## src/exc_pkg.sv

```systemverilog
// Constants, state codes and status layout of the exception and mode unit.
// Assumes 16-bit words and byte addresses on the memory port.
package exc_pkg;
  localparam int                 WORD_W       = 16;
  localparam logic [15:0]        WORD_BYTES   = 16'h0002;
  // Program status word: control bits high byte, flags low byte
  localparam int                 FCW_SYS_BIT  = 14;
  localparam int                 FCW_VIE_BIT  = 12;
  localparam int                 FCW_NVIE_BIT = 11;
  localparam logic [15:0]        FCW_RESET    = 16'h4000;
  localparam logic [15:0]        SP_RESET     = 16'h0000;
  localparam logic [15:0]        PSAP_RESET   = 16'h0000;
  // Entry offsets in the status area: control word, then handler address
  localparam logic [15:0]        PSA_ABORT    = 16'h0004;
  localparam logic [15:0]        PSA_PRIV     = 16'h0008;
  localparam logic [15:0]        PSA_SYSCALL  = 16'h000C;
  localparam logic [15:0]        PSA_NMI      = 16'h0014;
  localparam logic [15:0]        PSA_NVI      = 16'h0018;
  localparam logic [15:0]        PSA_VI       = 16'h001C;
  localparam logic [15:0]        PSA_VEC_TBL  = 16'h0020;
  localparam logic [15:0]        PSA_PC_OFF   = 16'h0002;
  // Reason codes for internally raised entries
  localparam logic [15:0]        RSN_ABORT    = 16'hA000;
  localparam logic [15:0]        RSN_PRIV     = 16'hB000;
  localparam logic [7:0]         RSN_SC_HI    = 8'h7F;
  // Bus status codes
  typedef enum logic [3:0] {
    BST_IDLE     = 4'h0,
    BST_IACK_NMI = 4'h1,
    BST_IACK_NVI = 4'h2,
    BST_IACK_VI  = 4'h3,
    BST_SEMA     = 4'h4,
    BST_DATA     = 4'h8,
    BST_STACK    = 4'h9,
    BST_INSTR    = 4'hD
  } bus_st_t;
  typedef enum logic [2:0] {
    ENT_ABORT, ENT_PRIV, ENT_SYSCALL, ENT_NMI, ENT_VI, ENT_NVI
  } ent_kind_t;
  // Entry sequence, Gray coded from ST_IDLE through ST_IACK to ST_LD_PC
  typedef enum logic [2:0] {
    ST_IDLE     = 3'b000,
    ST_IACK     = 3'b001,
    ST_PUSH_PC  = 3'b011,
    ST_PUSH_FCW = 3'b010,
    ST_PUSH_RSN = 3'b110,
    ST_LD_FCW   = 3'b111,
    ST_LD_PC    = 3'b101
  } ent_st_t;
endpackage

```

## src/exc_decode_if.sv

```systemverilog
// Interface between the entry sequencer and the instruction privilege checker.
// Assumes both ends sit on the same clock.
interface exc_decode_if;
  logic        sys_mode;
  logic        instr_valid;
  logic        restricted;
  logic        syscall;
  logic        ldps;
  logic        pushpop;
  logic [3:0]  stack_reg;
  logic [15:0] short_word;
  logic        priv_trap;
  logic        syscall_go;
  logic        ldps_go;
  logic        stack_reg_ok;
  logic [6:0]  short_seg;
  logic [15:0] short_off;
  modport unit (output sys_mode, instr_valid, restricted, syscall, ldps, pushpop,
                output stack_reg, short_word,
                input  priv_trap, syscall_go, ldps_go, stack_reg_ok, short_seg,
                input  short_off);
  modport chk  (input  sys_mode, instr_valid, restricted, syscall, ldps, pushpop,
                input  stack_reg, short_word,
                output priv_trap, syscall_go, ldps_go, stack_reg_ok, short_seg,
                output short_off);
endinterface

```

## src/cpu_exception_mode_unit.sv

```systemverilog
// Exception entry, privilege modes, stack pointers and bus status of a 16-bit core.
// Assumes the core issues one instruction at a time and holds off while busy_out is high,
// and that memory answers each mem_req_out with one mem_ack_in on this clock.

module cpu_exception_mode_unit
  import exc_pkg::*;
(
  // Clock and reset
  input  wire logic        ref_clk_in,
  input  wire logic        rst_n_in,
  // Interrupt and abort pins, active low
  input  wire logic        nmi_n_in,
  input  wire logic        nvi_n_in,
  input  wire logic        vi_n_in,
  input  wire logic        abort_n_in,
  // Core issue port
  input  wire logic        instr_valid_in,
  input  wire logic        instr_restricted_in,
  input  wire logic        instr_syscall_in,
  input  wire logic [7:0]  syscall_code_in,
  input  wire logic        instr_ldps_in,
  input  wire logic [15:0] ldps_fcw_in,
  input  wire logic [15:0] ldps_pc_in,
  input  wire logic        instr_pushpop_in,
  input  wire logic [3:0]  instr_stack_reg_in,
  input  wire logic [15:0] short_word_in,
  input  wire logic        irq_window_in,
  input  wire logic [15:0] instr_pc_in,
  input  wire logic [15:0] next_pc_in,
  // Core register writes
  input  wire logic        flags_wr_in,
  input  wire logic [7:0]  flags_in,
  input  wire logic        sp_wr_in,
  input  wire logic [15:0] sp_wdata_in,
  input  wire logic        psap_wr_in,
  input  wire logic [15:0] psap_wdata_in,
  // Core access status
  input  wire logic        core_acc_in,
  input  wire logic        core_acc_instr_in,
  input  wire logic        core_acc_stack_in,
  input  wire logic        sema_active_in,
  // Core results
  output logic             busy_out,
  output logic             pc_load_out,
  output logic [15:0]      pc_new_out,
  output logic [15:0]      fcw_out,
  output logic             sys_mode_out,
  output logic [15:0]      sp_out,
  output logic             stack_reg_ok_out,
  output logic [6:0]       short_seg_out,
  output logic [15:0]      short_off_out,
  // Memory and acknowledge port
  output logic             mem_req_out,
  output logic             mem_we_out,
  output logic [15:0]      mem_addr_out,
  output logic [15:0]      mem_wdata_out,
  input  wire logic        mem_ack_in,
  input  wire logic [15:0] mem_rdata_in,
  output bus_st_t          bus_status_out
);
  function automatic logic [15:0] add16(input logic [15:0] a, input logic [15:0] b);
    return 16'(a + b);
  endfunction

  exc_decode_if dec ();
  priv_check u_chk (.dec(dec));

  // Two-flop synchronisers for the four pins
  logic [3:0] sync1_r;
  logic [3:0] sync2_r;
  logic       nmi_lvl_r;
  logic       abort_lvl_r;
  always_ff @(posedge ref_clk_in or negedge rst_n_in) begin
    if (!rst_n_in) begin
      sync1_r <= 4'hF;
      sync2_r <= 4'hF;
    end else begin
      sync1_r <= {abort_n_in, vi_n_in, nvi_n_in, nmi_n_in};
      sync2_r <= sync1_r;
    end
  end
  wire nmi_act   = !sync2_r[0];
  wire nvi_act   = !sync2_r[1];
  wire vi_act    = !sync2_r[2];
  wire abort_act = !sync2_r[3];

  ent_st_t     st_r, st_nxt;
  ent_kind_t   kind_r, kind_nxt;
  logic [15:0] fcw_r, fcw_nxt;
  logic [15:0] sp_sys_r, sp_sys_nxt;
  logic [15:0] sp_norm_r, sp_norm_nxt;
  logic [15:0] psap_r, psap_nxt;
  logic [15:0] save_pc_r, save_pc_nxt;
  logic [15:0] save_fcw_r, save_fcw_nxt;
  logic [15:0] reason_r, reason_nxt;
  logic [15:0] addr_r, addr_nxt;
  logic [15:0] wdata_r, wdata_nxt;
  logic [15:0] pc_new_r, pc_new_nxt;
  logic        pc_load_r, pc_load_nxt;
  logic        nmi_pend_r, abort_pend_r;

  wire idle     = st_r == ST_IDLE;
  wire sys_mode = fcw_r[FCW_SYS_BIT];

  assign dec.sys_mode    = sys_mode;
  assign dec.instr_valid = instr_valid_in & idle;
  assign dec.restricted  = instr_restricted_in;
  assign dec.syscall     = instr_syscall_in;
  assign dec.ldps        = instr_ldps_in;
  assign dec.pushpop     = instr_pushpop_in;
  assign dec.stack_reg   = instr_stack_reg_in;
  assign dec.short_word  = short_word_in;

  // NMI and abort are edge-caught, the vectored interrupts are levels; a new edge in the clearing cycle stays pending
  wire nmi_edge   = nmi_act & !nmi_lvl_r;
  wire abort_edge = abort_act & !abort_lvl_r;
  wire vi_ok      = vi_act & fcw_r[FCW_VIE_BIT];
  wire nvi_ok     = nvi_act & fcw_r[FCW_NVIE_BIT];
  wire irq_go     = irq_window_in & (nmi_pend_r | vi_ok | nvi_ok);
  wire start      = idle & (abort_pend_r | dec.priv_trap | dec.syscall_go | irq_go);
  wire take_int   = !abort_pend_r & !dec.priv_trap & !dec.syscall_go;
  wire ack_now    = mem_ack_in & !idle;

  always_ff @(posedge ref_clk_in or negedge rst_n_in) begin
    if (!rst_n_in) begin
      nmi_lvl_r    <= 1'b0;
      abort_lvl_r  <= 1'b0;
      nmi_pend_r   <= 1'b0;
      abort_pend_r <= 1'b0;
    end else begin
      nmi_lvl_r    <= nmi_act;
      abort_lvl_r  <= abort_act;
      nmi_pend_r   <= nmi_edge | (nmi_pend_r & !(start & take_int & kind_nxt == ENT_NMI));
      abort_pend_r <= abort_edge | (abort_pend_r & !start);
    end
  end

  // Entry class selection by priority
  always_comb begin
    kind_nxt = kind_r;
    if (start) begin
      if (abort_pend_r)          kind_nxt = ENT_ABORT;
      else if (dec.priv_trap)    kind_nxt = ENT_PRIV;
      else if (dec.syscall_go)   kind_nxt = ENT_SYSCALL;
      else if (nmi_pend_r)       kind_nxt = ENT_NMI;
      else if (vi_ok)            kind_nxt = ENT_VI;
      else                       kind_nxt = ENT_NVI;
    end
  end
  wire is_irq = kind_nxt == ENT_NMI || kind_nxt == ENT_VI || kind_nxt == ENT_NVI;

  // Sequencer
  always_comb begin
    st_nxt = st_r;
    case (st_r)
      ST_IDLE:     if (start) st_nxt = is_irq ? ST_IACK : ST_PUSH_PC;
      ST_IACK:     if (mem_ack_in) st_nxt = ST_PUSH_PC;
      ST_PUSH_PC:  if (mem_ack_in) st_nxt = ST_PUSH_FCW;
      ST_PUSH_FCW: if (mem_ack_in) st_nxt = ST_PUSH_RSN;
      ST_PUSH_RSN: if (mem_ack_in) st_nxt = ST_LD_FCW;
      ST_LD_FCW:   if (mem_ack_in) st_nxt = ST_LD_PC;
      ST_LD_PC:    if (mem_ack_in) st_nxt = ST_IDLE;
      default:     st_nxt = ST_IDLE;
    endcase
  end

  // Saved status; abort and privileged trap restart at the faulting instruction
  wire        restart_pc = kind_nxt == ENT_ABORT || kind_nxt == ENT_PRIV;
  assign save_pc_nxt  = start ? (restart_pc ? instr_pc_in : next_pc_in) : save_pc_r;
  assign save_fcw_nxt = start ? fcw_r : save_fcw_r;

  always_comb begin
    reason_nxt = reason_r;
    if (start) begin
      case (kind_nxt)
        ENT_ABORT:   reason_nxt = RSN_ABORT;
        ENT_PRIV:    reason_nxt = RSN_PRIV;
        ENT_SYSCALL: reason_nxt = {RSN_SC_HI, syscall_code_in};
        default:     reason_nxt = reason_r;
      endcase
    end else if (st_r == ST_IACK && mem_ack_in) begin
      reason_nxt = mem_rdata_in;
    end
  end

  // Entry offset into the status area
  logic [15:0] ent_off;
  always_comb begin
    case (kind_r)
      ENT_ABORT:   ent_off = PSA_ABORT;
      ENT_PRIV:    ent_off = PSA_PRIV;
      ENT_SYSCALL: ent_off = PSA_SYSCALL;
      ENT_NMI:     ent_off = PSA_NMI;
      ENT_VI:      ent_off = PSA_VI;
      default:     ent_off = PSA_NVI;
    endcase
  end
  wire [15:0] fcw_addr = add16(psap_r, ent_off);
  wire [15:0] vec_idx  = {7'h00, reason_r[7:0], 1'b0};
  wire [15:0] pc_addr  = (kind_r == ENT_VI) ? add16(add16(psap_r, PSA_VEC_TBL), vec_idx)
                                            : add16(fcw_addr, PSA_PC_OFF);

  // Stack pointers; entry always walks the system stack
  wire push_ack = ack_now && (st_r == ST_PUSH_PC || st_r == ST_PUSH_FCW ||
                              st_r == ST_PUSH_RSN);
  always_comb begin
    sp_sys_nxt  = sp_sys_r;
    sp_norm_nxt = sp_norm_r;
    if (push_ack)
      sp_sys_nxt = 16'(sp_sys_r - WORD_BYTES);
    else if (idle && sp_wr_in && sys_mode)
      sp_sys_nxt = sp_wdata_in;
    else if (idle && sp_wr_in)
      sp_norm_nxt = sp_wdata_in;
  end

  // Address and data of the access about to start
  always_comb begin
    addr_nxt  = addr_r;
    wdata_nxt = wdata_r;
    case (st_nxt)
      ST_PUSH_PC: begin
        addr_nxt  = 16'(sp_sys_nxt - WORD_BYTES);
        wdata_nxt = save_pc_nxt;
      end
      ST_PUSH_FCW: begin
        addr_nxt  = 16'(sp_sys_nxt - WORD_BYTES);
        wdata_nxt = save_fcw_nxt;
      end
      ST_PUSH_RSN: begin
        addr_nxt  = 16'(sp_sys_nxt - WORD_BYTES);
        wdata_nxt = reason_nxt;
      end
      ST_LD_FCW: addr_nxt = fcw_addr;
      ST_LD_PC:  addr_nxt = pc_addr;
      default:   addr_nxt = addr_r;
    endcase
  end

  // Status word and program counter loads
  always_comb begin
    fcw_nxt     = fcw_r;
    pc_new_nxt  = pc_new_r;
    pc_load_nxt = 1'b0;
    if (st_r == ST_LD_FCW && mem_ack_in) begin
      fcw_nxt = mem_rdata_in;
    end else if (st_r == ST_LD_PC && mem_ack_in) begin
      pc_new_nxt  = mem_rdata_in;
      pc_load_nxt = 1'b1;
    end else if (dec.ldps_go) begin
      fcw_nxt     = ldps_fcw_in;
      pc_new_nxt  = ldps_pc_in;
      pc_load_nxt = 1'b1;
    end else if (idle && flags_wr_in) begin
      fcw_nxt = {fcw_r[15:8], flags_in};
    end
  end
  assign psap_nxt = (idle && psap_wr_in && sys_mode) ? psap_wdata_in : psap_r;

  always_ff @(posedge ref_clk_in or negedge rst_n_in) begin
    if (!rst_n_in) begin
      st_r       <= ST_IDLE;
      kind_r     <= ENT_NVI;
      fcw_r      <= FCW_RESET;
      sp_sys_r   <= SP_RESET;
      sp_norm_r  <= SP_RESET;
      psap_r     <= PSAP_RESET;
      save_pc_r  <= 16'h0000;
      save_fcw_r <= 16'h0000;
      reason_r   <= 16'h0000;
      addr_r     <= 16'h0000;
      wdata_r    <= 16'h0000;
      pc_new_r   <= 16'h0000;
      pc_load_r  <= 1'b0;
    end else begin
      st_r       <= st_nxt;
      kind_r     <= kind_nxt;
      fcw_r      <= fcw_nxt;
      sp_sys_r   <= sp_sys_nxt;
      sp_norm_r  <= sp_norm_nxt;
      psap_r     <= psap_nxt;
      save_pc_r  <= save_pc_nxt;
      save_fcw_r <= save_fcw_nxt;
      reason_r   <= reason_nxt;
      addr_r     <= addr_nxt;
      wdata_r    <= wdata_nxt;
      pc_new_r   <= pc_new_nxt;
      pc_load_r  <= pc_load_nxt;
    end
  end

  // Bus status: own accesses first, then the core's
  wire pushing = st_r == ST_PUSH_PC || st_r == ST_PUSH_FCW || st_r == ST_PUSH_RSN;
  always_comb begin
    if (st_r == ST_IACK)
      bus_status_out = (kind_r == ENT_NMI) ? BST_IACK_NMI :
                       (kind_r == ENT_VI)  ? BST_IACK_VI  : BST_IACK_NVI;
    else if (pushing)
      bus_status_out = BST_STACK;
    else if (!idle)
      bus_status_out = BST_DATA;
    else if (core_acc_in && sema_active_in)
      bus_status_out = BST_SEMA;
    else if (core_acc_in)
      bus_status_out = core_acc_instr_in ? BST_INSTR :
                       core_acc_stack_in ? BST_STACK : BST_DATA;
    else
      bus_status_out = BST_IDLE;
  end

  assign busy_out         = !idle;
  assign pc_load_out      = pc_load_r;
  assign pc_new_out       = pc_new_r;
  assign fcw_out          = fcw_r;
  assign sys_mode_out     = sys_mode;
  assign sp_out           = sys_mode ? sp_sys_r : sp_norm_r;
  assign stack_reg_ok_out = dec.stack_reg_ok;
  assign short_seg_out    = dec.short_seg;
  assign short_off_out    = dec.short_off;
  assign mem_req_out      = !idle;
  assign mem_we_out       = pushing;
  assign mem_addr_out     = addr_r;
  assign mem_wdata_out    = wdata_r;
endmodule

```

## src/priv_check.sv

```systemverilog
// Privilege check and operand-form decode of the issued instruction.
// Assumes the issue strobe and fields come from logic on the same clock.
module priv_check
  import exc_pkg::*;
(
  exc_decode_if.chk dec
);
  function automatic logic sp_reg_ok(input logic [3:0] r);
    return r != 4'h0;
  endfunction

  wire         normal_mode = !dec.sys_mode;
  // Load-status is itself restricted, so it never passes in normal mode
  wire         is_restr    = dec.restricted | dec.ldps;
  wire         trap_hit    = dec.instr_valid & is_restr & normal_mode;

  assign dec.priv_trap    = trap_hit;
  assign dec.syscall_go   = dec.instr_valid & dec.syscall & !trap_hit;
  assign dec.ldps_go      = dec.instr_valid & dec.ldps & dec.sys_mode;
  // Register zero cannot serve as stack pointer
  assign dec.stack_reg_ok = !dec.pushpop | sp_reg_ok(dec.stack_reg);
  // One word carries segment number and an 8-bit offset
  assign dec.short_seg    = dec.short_word[14:8];
  assign dec.short_off    = {8'h00, dec.short_word[7:0]};
endmodule

```

## config.mk

```make
export PLATFORM = sky130hd
export DESIGN_NAME = cpu_exception_mode_unit
export DESIGN_NICKNAME = d
export VERILOG_FILES = /design/src/exc_pkg.sv /design/src/exc_decode_if.sv /design/src/cpu_exception_mode_unit.sv /design/src/priv_check.sv
export SDC_FILE = /design/constraint.sdc
export NUM_CORES = 1
export LEC_CHECK = 0
export BUFFER_PORTS_ARGS = -buffer_cell sky130_fd_sc_hd__buf_2
export CORE_ASPECT_RATIO = 1.75
export CORE_MARGIN = 5
export CORE_UTILIZATION = 40
export DETAILED_ROUTE_END_ITERATION = 10
export SLEW_MARGIN = 20
export SYNTH_ARGS = -nofsm -noshare
export SYNTH_HDL_FRONTEND = slang
export SYNTH_SLANG_ARGS = --single-unit
```

## constraint.sdc

```tcl
create_clock -name ref_clk_in -period 5.93 [get_ports ref_clk_in]
set_clock_uncertainty 0.1 [all_clocks]
set_input_delay 0.2965 -clock ref_clk_in [delete_from_list [all_inputs] [get_ports ref_clk_in]]
set_output_delay 0.2965 -clock ref_clk_in [all_outputs]
set_load 0.01 [all_outputs]
```

==> flow_metrics.tcl <==
set metrics [dict create \
    worstMarginPinSlew_ns 1.048 \
    period_share_pct 69.79 \
    nFillCells 2542 \
    vias 9320 \
    dieArea_um2 29270 \
    grt_pass1_wl_um 52950 \
    fin_tns_setup_ns 0 \
    hold_viol 0 \
    finalNonFillerCells 1686 \
    finalPower_uw 7169 \
    start_util_pct 40.25 \
    ys_ff_latch 179 \
    ant_nets 0 \
    dp_hpwl_um 26350 \
    holdWs_ns 0.01441 \
    gp_congestion 0.9283 \
    slowest_delay_ns 0.95 \
    start_kind "flip-flop" \
    p_per_area_nw_per_um2 566.1 \
    ir_worst_vdd_mv 0.2824 \
    routed_wl_um 34010 \
    netlist_area_um2 10330 \
    grt_use_total_pct 22.95 \
    critPathBufInv 1 \
    synth_cell_type_count 82 \
    drt_iter0_drc 674 \
    final_layout_size_suffix_gt1_share_pct 27.33 \
    clock_path_buffers 2 \
    path_cells "and2_1, nand2_1, o221a_2, inv_1, ha_1, o31ai_1, nor4_1, or4b_4, nor4_4, xnor2_1, a221oi_2" \
    htree_levels 4 \
    drv_cap 0 \
    core_area_um2 25670 \
    synthArstFlopShare_pct 100.0 \
    clk_latency_ns 0.44 \
    area_growth_pct 22.59 \
    rows 78 \
    crit_required_ns 6.19 \
    synth-edff-count 0 \
    yosys_most_used_dff "dfrtp_1" \
    die_x_um 131.5 \
    wire_per_inst_um 20.17 \
    slew_headroom_pct 30.17 \
    portBuffers 241 \
    cts_made_buffers 17 \
    fin_util_pct 49.34 \
    ios 281 \
    drv_slew 0 \
    crit_type "reg -> reg" \
    fin_nets 1544 \
    worst_path_dominant_cell_family "simple AND/OR/NAND/NOR gates" \
    clockRootBuffer "clkbuf_16" \
    antenna_found_initial 1 \
    first_pass_iters 5 \
    hold_class "in -> reg" \
    yosys_warnings 0 \
    crit_slowest_cell "dfstp_2" \
    grt.overflow.total 0 \
    max_freq_mhz 241.6 \
    remaining_drc_errors 0 \
    grt_setup_unrepaired "no" \
    synth_cells 1118 \
    layout_min_cycle_time_ns 4.138 \
    worstPathMaxFanout 27 \
    setup_viol 0 \
    cp-end-kind "flip-flop" \
    crit_arrival_ns 4.39 \
    ys_seq_area_share_pct 43.49 \
    grt_max_degree 69 \
    syn_avg_cell_area_um2 9.241 \
    status "finished clean" \
    die_height_um 222.6 \
    tritoncts "done" \
    grt_pass1_vias 9685 \
    clk_pin_slew_worst_paths_ns 0.07 \
    leakage_uw 0.005968 \
    clkSinkCount 179 \
    drt-vias-per-instance 5.528 \
    dpl.cell_count 1615 \
]
==> kinds of logic after synthesis <==
family	Yosys count	share of synthesized area (%)
buffers and inverters	123	5.474
multiplexers	89	9.204
AO/OA/AOI/OAI	288	18.75
XOR/XNOR	35	2.967
adder cells (fa/ha/maj)	24	3.052
AND/OR/NAND/NOR	379	17.03
flip-flops	179	43.49
other	1	0.03630
==> cells in the final DEF (no fill, tap or decap), drive strengths merged, types with 8 or more instances in the layout <==
master         n
a211oi        21
a21oi         47
a31oi         24
and2           9
buf          256
clkbuf        21
conb           8
dfrtp        168
dfstp         11
dlygate4sd3   38
ha            22
inv           39
mux2          48
mux2i         41
nand2        172
nand2b        15
nand3         20
nand4          9
nor2          81
nor3          23
o211ai        12
o21ai         79
o221a          8
o22ai         19
o31ai          8
xnor2         21
xor2          14
==> cell usage after synthesis, drive strengths merged (7+ instances only) <==
library cell,n,share of area (%)
nand4,9,0.54
ha,22,2.7
inv,37,1.3
nand2,172,6.2
nor3,23,1.2
dfrtp,168,41
xor2,14,1.2
a211oi,21,1.5
a31oi,24,1.5
clkbuf,55,2.0
nor4,7,0.57
buf,31,2.1
o221a,8,0.87
o22ai,19,1.2
nor2,81,2.9
o31ai,8,0.58
a21oi,47,2.3
dfstp,11,2.8
o211ai,12,0.87
xnor2,21,1.8
mux2i,41,4.0
nand3,20,0.97
and2,9,0.54
mux2,48,5.2
nand2b,15,0.91
o21ai,79,3.8
==> registers in the layout (all words and copies together), names as in the netlist, 3 cells and up <==
register and cells:
fcw_out 16, sp_norm_r 16, sp_sys_r 16, psap_r 16
pc_new_out 16, mem_wdata_out 16, save_pc_r 16, st_r 3
mem_addr_out 16, sync1_r 4, save_fcw_r 16, sync2_r 4
reason_r 16, kind_r 3
==> routing by layer <==
layer  global-route usage (%)  vias to the layer above  wire length (µm)
met1                    23.86                     4501             12090
li1                         -                     4460                 -
met4                    10.83                        0              1559
met3                    5.551                       73              1755
met5                        0                        -                 0
met2                    42.74                      286             18610
==> through the flow <==
stage                     worst slack [ns]  instance area [µm²]
after floorplan                      2.552                10360
after global routing                 1.478                12660
after detailed placement             1.732                11670
after CTS                            1.712                12660
after global placement               1.841                11670
final                                1.792                12660
==> power breakdown <==
group / switching (µW) / total (µW) / internal [µW]
registers: 508 / 2300 / 1790
logic: 2170 / 3670 / 1500
clock network: 504 / 1190 / 689
==> layout make-up <==
type                       count  area, µm²  area share, %
multi-input combinational    823       5314          41.96
sequential                   179       4493          35.48
timing repair buffer         294       1705          13.47
clock buffer                  21      460.4          3.636
tap                          320      400.4          3.161
clock inverter                11      150.1          1.186
inverter                      37      138.9          1.097
antenna                        1      2.502        0.01976
==> timing repair <==
action                                  CTS  global route
endpoints found under the setup margin    0             0
endpoints found under the hold margin    93             0
hold buffers                             38             0
gates resized for setup                   0             0
setup buffers                             0             0
==> worst paths after layout <==
path	start	to	slack, ns	depth (start not counted)
worst max register to register	fcw_out[14]	mem_addr_out[15]	1.79	11
worst min register to register	sync1_r[2]	sync2_r[2]	0.26	0
min in group asynchronous	rst_n_in	fcw_out[4]	0.35	2
worst max-delay path	fcw_out[14]	mem_addr_out[15]	1.79	11
max in group asynchronous	rst_n_in	sp_norm_r[13]	4.09	3
worst min-delay path	sp_wdata_in[13]	sp_norm_r[13]	0.01	2
Power figures use the tool's default switching activity.
